File: config.mk
export PLATFORM = sky130hd
export DESIGN_NAME = amp_event_flag_bank
export DESIGN_NICKNAME = d
export VERILOG_FILES = /design/src/hdl/amp_event_flag_pkg.sv /design/src/hdl/amp_event_flag_bank.sv
export SDC_FILE = /design/constraint.sdc
export NUM_CORES = 1
export LEC_CHECK = 0
export BUFFER_PORTS_ARGS = -buffer_cell sky130_fd_sc_hd__clkbuf_2
export CORE_MARGIN = 2
export CORE_UTILIZATION = 49
export DETAILED_ROUTE_END_ITERATION = 7
export PLACE_DENSITY = 0.91
export SYNTH_ARGS = -nofsm -noshare
export SYNTH_HDL_FRONTEND = slang
export SYNTH_SLANG_ARGS = --single-unit
export TNS_END_PERCENT = 1
File: constraint.sdc
create_clock -name core_clk -period 1.75 [get_ports core_clk]
set_input_delay 0 -clock core_clk [delete_from_list [all_inputs] [get_ports core_clk]]
set_output_delay 0 -clock core_clk [all_outputs]
set_load 0.01 [all_outputs]
File: src/hdl/amp_event_flag_pkg.sv
package amp_event_flag_pkg;

    // register map, byte addresses of the control port
    localparam logic [15:0] ADDR_EVENT_FLAGS_TWO = 16'h200c;
    localparam logic [15:0] ADDR_EVENT_FLAGS_THREE = 16'h200d;
    localparam logic [15:0] ADDR_UNMASK_TWO = 16'h2011;
    localparam logic [15:0] ADDR_UNMASK_THREE = 16'h2012;

    // reset values
    localparam logic [7:0] RESET_FLAGS = 8'h00;
    localparam logic [7:0] RESET_UNMASK = 8'h00;
    localparam logic [7:0] READ_UNMAPPED = 8'h00;

    // implemented bit positions; the others are unused and read as zero
    localparam logic [7:0] VALID_TWO = 8'hf7;
    localparam logic [7:0] VALID_THREE = 8'h3f;

    // second flag register fields
    localparam int HEAT_WARN_LVL2_START_BIT = 7;
    localparam int HEAT_WARN_LVL2_STOP_BIT = 6;
    localparam int SPEAKER_MONITOR_FAULT_BIT = 5;
    localparam int CLOCK_MONITOR_FAULT_BIT = 4;
    localparam int PORT_CLOCK_RECOVER_BIT = 2;
    localparam int PORT_CLOCK_FAULT_BIT = 1;
    localparam int PORT_DATA_FAULT_BIT = 0;

    // third flag register fields
    localparam int POWERUP_COMPLETE_BIT = 5;
    localparam int POWERDOWN_COMPLETE_BIT = 4;
    localparam int HV_SUPPLY_UNDERVOLT_BIT = 3;
    localparam int BATTERY_UNDERVOLT_BIT = 2;
    localparam int HEADROOM_TRACK_START_BIT = 1;
    localparam int HEADROOM_TRACK_STOP_BIT = 0;

    // number of flag bit positions handled in one bank, unused positions included
    localparam int FLAG_COUNT = 16;

endpackage

File: src/hdl/amp_event_flag_bank.sv
`timescale 1ns/1ps
// Operation
// - bit 7 of register two latches a level-2 heat warning start rise when unmasked
// - bit 6 of register two latches a level-2 heat warning stop rise when unmasked
// - bit 5 of register two latches a speaker monitor fault rise when unmasked
// - bit 4 of register two latches a clock monitor fault rise when unmasked
// - bit 2 of register two latches a port clock recovery rise when unmasked
// - bit 1 of register two latches a port clock fault rise when unmasked
// - bit 0 of register two latches a port data fault rise when unmasked
// - bit 5 of register three latches a power-up complete rise when unmasked
// - bit 4 of register three latches a power-down complete rise when unmasked
// - bit 3 of register three latches a high-voltage supply undervoltage rise
// - bit 2 of register three latches a battery undervoltage rise when unmasked
// - bit 1 of register three latches a headroom tracking start rise when unmasked
// - bit 0 of register three latches a headroom tracking stop rise when unmasked
// - a masked flag stays zero whatever its raw event does
// - a flag drops on its own clear or when its unmask bit is cleared; later rises set it again
// - with the interrupt enabled, any flag rising edge raises an interrupt
// - register two is read-only, resets to zero, bit 3 unused
// - register three is read-only, resets to zero, bits 7 and 6 unused
// - unmask bits for register two sit in a read-write mirror register, reset zero
module amp_event_flag_bank
    import amp_event_flag_pkg::*;
(
    input wire logic core_clk,
    input wire logic rst_b,
    // raw event levels from the amplifier core
    input wire logic heatWarnLvl2StartRaw,
    input wire logic heatWarnLvl2StopRaw,
    input wire logic speakerMonitorFaultRaw,
    input wire logic clockMonitorFaultRaw,
    input wire logic portClockRecoverRaw,
    input wire logic portClockFaultRaw,
    input wire logic portDataFaultRaw,
    input wire logic powerupCompleteRaw,
    input wire logic powerdownCompleteRaw,
    input wire logic hvSupplyUndervoltRaw,
    input wire logic batteryUndervoltRaw,
    input wire logic headroomTrackStartRaw,
    input wire logic headroomTrackStopRaw,
    // per-flag clear pulses, bit positions as in the flag registers
    input wire logic [7:0] clearTwo,
    input wire logic [7:0] clearThree,
    input wire logic irqEnable,
    // control port register access
    input wire logic [15:0] regAddr,
    input wire logic regWrite,
    input wire logic regRead,
    input wire logic [7:0] regWdata,
    output logic [7:0] regRdata,
    output logic [7:0] eventFlagsTwo,
    output logic [7:0] eventFlagsThree,
    output logic irq
);

    logic [7:0] rawTwo;
    logic [7:0] rawThree;
    logic [FLAG_COUNT-1:0] rawAll;
    logic [FLAG_COUNT-1:0] rawPrev;
    logic [FLAG_COUNT-1:0] clearAll;
    logic [FLAG_COUNT-1:0] unmaskAll;
    logic [FLAG_COUNT-1:0] validAll;
    logic [FLAG_COUNT-1:0] flagAll;
    logic [FLAG_COUNT-1:0] next_flagAll;
    logic [FLAG_COUNT-1:0] riseAll;
    logic [7:0] unmaskTwo;
    logic [7:0] unmaskThree;
    logic [7:0] next_regRdata;

    // pack the raw events into their register positions
    always_comb begin
        rawTwo = 8'h00;
        rawThree = 8'h00;
        rawTwo[HEAT_WARN_LVL2_START_BIT] = heatWarnLvl2StartRaw;
        rawTwo[HEAT_WARN_LVL2_STOP_BIT] = heatWarnLvl2StopRaw;
        rawTwo[SPEAKER_MONITOR_FAULT_BIT] = speakerMonitorFaultRaw;
        rawTwo[CLOCK_MONITOR_FAULT_BIT] = clockMonitorFaultRaw;
        rawTwo[PORT_CLOCK_RECOVER_BIT] = portClockRecoverRaw;
        rawTwo[PORT_CLOCK_FAULT_BIT] = portClockFaultRaw;
        rawTwo[PORT_DATA_FAULT_BIT] = portDataFaultRaw;
        rawThree[POWERUP_COMPLETE_BIT] = powerupCompleteRaw;
        rawThree[POWERDOWN_COMPLETE_BIT] = powerdownCompleteRaw;
        rawThree[HV_SUPPLY_UNDERVOLT_BIT] = hvSupplyUndervoltRaw;
        rawThree[BATTERY_UNDERVOLT_BIT] = batteryUndervoltRaw;
        rawThree[HEADROOM_TRACK_START_BIT] = headroomTrackStartRaw;
        rawThree[HEADROOM_TRACK_STOP_BIT] = headroomTrackStopRaw;
    end

    // one flat bank keeps the per-flag logic in a single loop
    assign rawAll = {rawThree, rawTwo};
    assign clearAll = {clearThree, clearTwo};
    assign unmaskAll = {unmaskThree, unmaskTwo};
    assign validAll = {VALID_THREE, VALID_TWO};

    // previous raw levels for edge detection
    always_ff @(posedge core_clk or negedge rst_b) begin
        if (!rst_b) begin
            rawPrev <= '0;
        end else begin
            rawPrev <= rawAll;
        end
    end

    // per-flag next state; a rise in the clearing cycle still sets the flag
    // so that no event is lost to a badly timed clear
    genvar gi;
    generate
        for (gi = 0; gi < FLAG_COUNT; gi++) begin : gFlag
            assign riseAll[gi] = rawAll[gi] & ~rawPrev[gi];
            always_comb begin
                if (!validAll[gi]) begin
                    next_flagAll[gi] = 1'b0;
                end else if (!unmaskAll[gi]) begin
                    next_flagAll[gi] = 1'b0;
                end else if (riseAll[gi]) begin
                    next_flagAll[gi] = 1'b1;
                end else if (clearAll[gi]) begin
                    next_flagAll[gi] = 1'b0;
                end else begin
                    next_flagAll[gi] = flagAll[gi];
                end
            end
        end
    endgenerate

    // flag storage, read-only from the register side
    always_ff @(posedge core_clk or negedge rst_b) begin
        if (!rst_b) begin
            flagAll <= {RESET_FLAGS, RESET_FLAGS};
        end else begin
            flagAll <= next_flagAll;
        end
    end

    assign eventFlagsTwo = flagAll[7:0];
    assign eventFlagsThree = flagAll[15:8];

    // unmask registers; bits with no flag behind them are never stored
    always_ff @(posedge core_clk or negedge rst_b) begin
        if (!rst_b) begin
            unmaskTwo <= RESET_UNMASK;
            unmaskThree <= RESET_UNMASK;
        end else if (regWrite) begin
            if (regAddr == ADDR_UNMASK_TWO) begin
                unmaskTwo <= regWdata & VALID_TWO;
            end
            if (regAddr == ADDR_UNMASK_THREE) begin
                unmaskThree <= regWdata & VALID_THREE;
            end
        end
    end

    // read mux; writes to flag addresses fall through and change nothing
    always_comb begin
        next_regRdata = regRdata;
        if (regRead) begin
            unique case (regAddr)
                ADDR_EVENT_FLAGS_TWO: next_regRdata = flagAll[7:0] & VALID_TWO;
                ADDR_EVENT_FLAGS_THREE: next_regRdata = flagAll[15:8] & VALID_THREE;
                ADDR_UNMASK_TWO: next_regRdata = unmaskTwo;
                ADDR_UNMASK_THREE: next_regRdata = unmaskThree;
                default: next_regRdata = READ_UNMAPPED;
            endcase
        end
    end

    // read data is held until the next read so a slow port can sample it
    always_ff @(posedge core_clk or negedge rst_b) begin
        if (!rst_b) begin
            regRdata <= READ_UNMAPPED;
        end else begin
            regRdata <= next_regRdata;
        end
    end

    // interrupt pulse in the cycle the new flag first shows; a flag that
    // stays high does not retrigger, so software must clear it to rearm
    always_ff @(posedge core_clk or negedge rst_b) begin
        if (!rst_b) begin
            irq <= 1'b0;
        end else begin
            irq <= irqEnable & (|(next_flagAll & ~flagAll));
        end
    end

    // helper: a flag that was low and is now high
    logic [FLAG_COUNT-1:0] flagRose;
    logic [FLAG_COUNT-1:0] rawPrevFlag;
    assign flagRose = flagAll & ~rawPrevFlag;
    always_ff @(posedge core_clk or negedge rst_b) begin
        if (!rst_b) begin
            rawPrevFlag <= '0;
        end else begin
            rawPrevFlag <= flagAll;
        end
    end

    // per-position checks; one copy for every bit of the bank, unused
    // positions included, so a slip in the packing shows up as well
    generate
        for (gi = 0; gi < FLAG_COUNT; gi++) begin : gFlagChk

        end
    endgenerate
endmodule

==> flow_summary.json <==
{
  "outcome": "complete, no violations",
  "ys_warn_count": 0,
  "cp_slowest_stage_delay_ps": 490,
  "reg2reg_to": "irq",
  "cp_data_required_time_ps": 1930,
  "io_pins": 83,
  "drt_wl_total_microns": 5470,
  "p_total_uw": 2170,
  "finalSetupTns_ps": 0,
  "die_h_microns": 71.7,
  "cp_data_arrival_time_ps": 1800,
  "ys_types": 33,
  "hold_depth": 3,
  "gp_congestion": 0.803,
  "clock_tree.buffer_depth": 2,
  "post_synth_fa_ha_maj_area_fraction_pct": 0,
  "utilization_pct": 71.5,
  "yosysTopAreaCell": "dfrtp_1",
  "grt_first_pass_wirelength_microns": 8820,
  "port_buffers": 76,
  "synthMuxAreaShare_pct": 7.69,
  "syn_avg_cell_area_sq_um": 11.6,
  "cts_num_sinks": 48,
  "hold_viol_final": 0,
  "antenna_found_initial": 0,
  "min_from": "clearTwo[2]",
  "seq_area_frac_synth_pct": 53.5,
  "tightest_slew_ps": 625,
  "worstSetupPathType": "register to register",
  "clkLatencyLatePin_ps": 290,
  "start_kind": "register",
  "postCtsSetupBuffers": 0,
  "synthXorXnorAreaFrac_pct": 0,
  "final-setup-viol-count": 0,
  "yosysTopAreaCellShare_pct": 53.5,
  "finalNonFillerCells": 365,
  "synth_seq_cells": 48,
  "drive_gt1_share_pct": 37.1,
  "rsz0062_at_grt": "no",
  "relSlewSlack_pct": 58.4,
  "grt-ovfl-total": 0,
  "ant_nets": 0,
  "drc": 0,
  "placedCellCount": 332,
  "cts_tree": "done",
  "grt_start_max_net_pins": 26,
  "initial_core_util_pct": 51.2,
  "vias": 1963,
  "cts_max_level": 2,
  "wl_per_cell_microns": 15.0,
  "synth-compound-area-share_pct": 10.4,
  "cts_root_buffer": "clkbuf_8",
  "hp-class": "input port to register",
  "synth-simple-area-share_pct": 22.4,
  "crit_chain": "nor4bb_1, or4_1, nor4_2, buf_4, a21boi_0",
  "via_per_inst": 5.38,
  "die-area_sq_mm": 0.00514,
  "final_max_slew_viol_count": 0,
  "crit_path_end_kind": "register",
  "mappedNetlistArea_sq_mm": 0.00224,
  "rows": 24,
  "drt_pass1_iterations": 6,
  "fin_crit_ps": 1620,
  "synth_area_leaders": "dfrtp_1 (54%), mux2_4 (4.7%), inv_1 (3.7%)",
  "cts_buffers": 5,
  "ff2ff_path_depth": 5,
  "post-route-period-util_pct": 92.7,
  "powerDensity_mw_per_mm2": 691,
  "maxCapViolations": 0,
  "synth_top_family_by_area": "simple AND/OR/NAND/NOR gates",
  "area_delta_synth_final_pct": 39.7,
  "leakage_uw": 0.00158,
  "drt-initial-drc-count": 125,
  "die_w_microns": 71.7,
  "reg2reg_slack_ps": 130,
  "skew_ps": 5.36,
  "clk_transition_reported_paths_ps": 90,
  "fillCellCount": 304,
  "core_area_sq_mm": 0.00438,
  "grt.total_usage_pct": 22.2,
  "n_antenna_cell": 0,
  "holdPathEnd": "flagAll[2]",
  "max_freq_mhz": 616,
  "grt_pass1_vias": 1963,
  "r2r_start": "unmaskThree[3]",
  "slowest_stage": "or4_1",
  "netlist_instances": 193,
  "nNetsFinal": 370,
  "worst-path-max-fanout": 4,
  "irDropWorstVdd_uv": 338,
  "dp_hpwl_microns": 4060
}
## what timing repair did
item                       4_1_cts  5_1_grt
hold endpoints to repair        52        0
setup endpoints to repair        0        1
hold buffers                    25        0
gates resized for setup          0        1
## registers in the layout, indices dropped and copies added (netlist names)
name,count
rawPrev,13
unmaskTwo,7
unmaskThree,6
irq,1
flagAll,13
regRdata,8
## metrics by stage
| stage | hold slack (ps) | worst slack (ps) | area (sq um) |
|---|---|---|---|
| finish | 18.1 | 127 | 3140 |
| global route | 20.1 | 44.1 | 3140 |
| CTS | 15.6 | 72.1 | 3130 |
| detailed placement | 33.6 | 16.9 | 2770 |
| global placement | 32.2 | 64.1 | 2770 |
| floorplan | -296 | 84.0 | 2250 |
## metal layers
layer | routed length (microns) | vias up | share of wire, % | global-route usage, %
met2 | 2670 | 84 | 49 | 38.3
met4 | 51 | 0 | 0.93 | 5.45
met3 | 359 | 7 | 6.6 | 4.08
met1 | 2380 | 942 | 44 | 29.0
li1 | - | 930 | - | -
met5 | 0 | - | 0 | 0
## cells in the mapped netlist, drive strengths merged
library cell,n
or3,1
or4,3
buf,5
o221a,1
and2,11
nor4,3
and3b,1
nand4,2
dfrtp,48
and3,2
nor3b,4
o22ai,11
a21boi,8
clkbuf,2
a31oi,8
conb,1
nor4bb,8
mux2,13
or4bb,1
nand2b,6
inv,22
nand2,2
nor2,9
nor4b,3
or4b,1
a22o,5
nand3,12
## worst max-delay path, delay by kind of cell, from the launching register on
kind            cells  cell delay (ps)
compound gates      1               80
flops               1              410
simple gates        3              840
buf+inv             1              170
## how the worst max path moves through the flow
stage                        start            to  slack (ps)  cells past startpoint
floorplan               regAddr[9]  unmaskTwo[0]          80                      5
global placement       regAddr[12]  unmaskTwo[2]          60                      6
detailed placement     regAddr[12]  unmaskTwo[4]          20                      6
CTS                   unmaskTwo[2]           irq          70                      5
global route          unmaskTwo[2]           irq          40                      5
finish              unmaskThree[3]           irq         130                      5
## layout make-up
cell class	instances	area (sq um)	share of cell area, %
clock inverter	3	42.5	1.36
clock buffer	5	68.8	2.19
sequential	48	1200	38.3
multi-input combinational	118	926	29.5
tap	52	65.1	2.07
timing repair buffer	117	751	23.9
inverter	22	82.6	2.63
## power by group
| part | total [uW] | internal [uW] | switching (uW) |
|---|---|---|---|
| Sequential | 1150 | 1140 | 16.0 |
| Combinational | 226 | 123 | 104 |
| Clock | 790 | 423 | 367 |
## cell families after synthesis
family                 count (synthesis)
AND/OR/NAND/NOR                       69
flip-flops                            48
AO/OA/AOI/OAI                         33
buffers and inverters                 29
multiplexers                          13
other                                  1
## cells in the final DEF (no fill, tap or decap), types with 4 or more instances in the layout
cell and n:
nand2b_1 6, nor2_1 9, a21boi_1 4, a31oi_1 8
inv_1 22, nor4bb_1 8, mux2_4 7, buf_4 16
dfrtp_1 48, a21boi_0 4, clkbuf_2 76, mux2_1 6
nand3_1 12, o22ai_1 11, and2_1 11, dlygate4sd3_1 25
a22o_1 5, clkbuf_8 5
(Power assumes the default switching activity.)
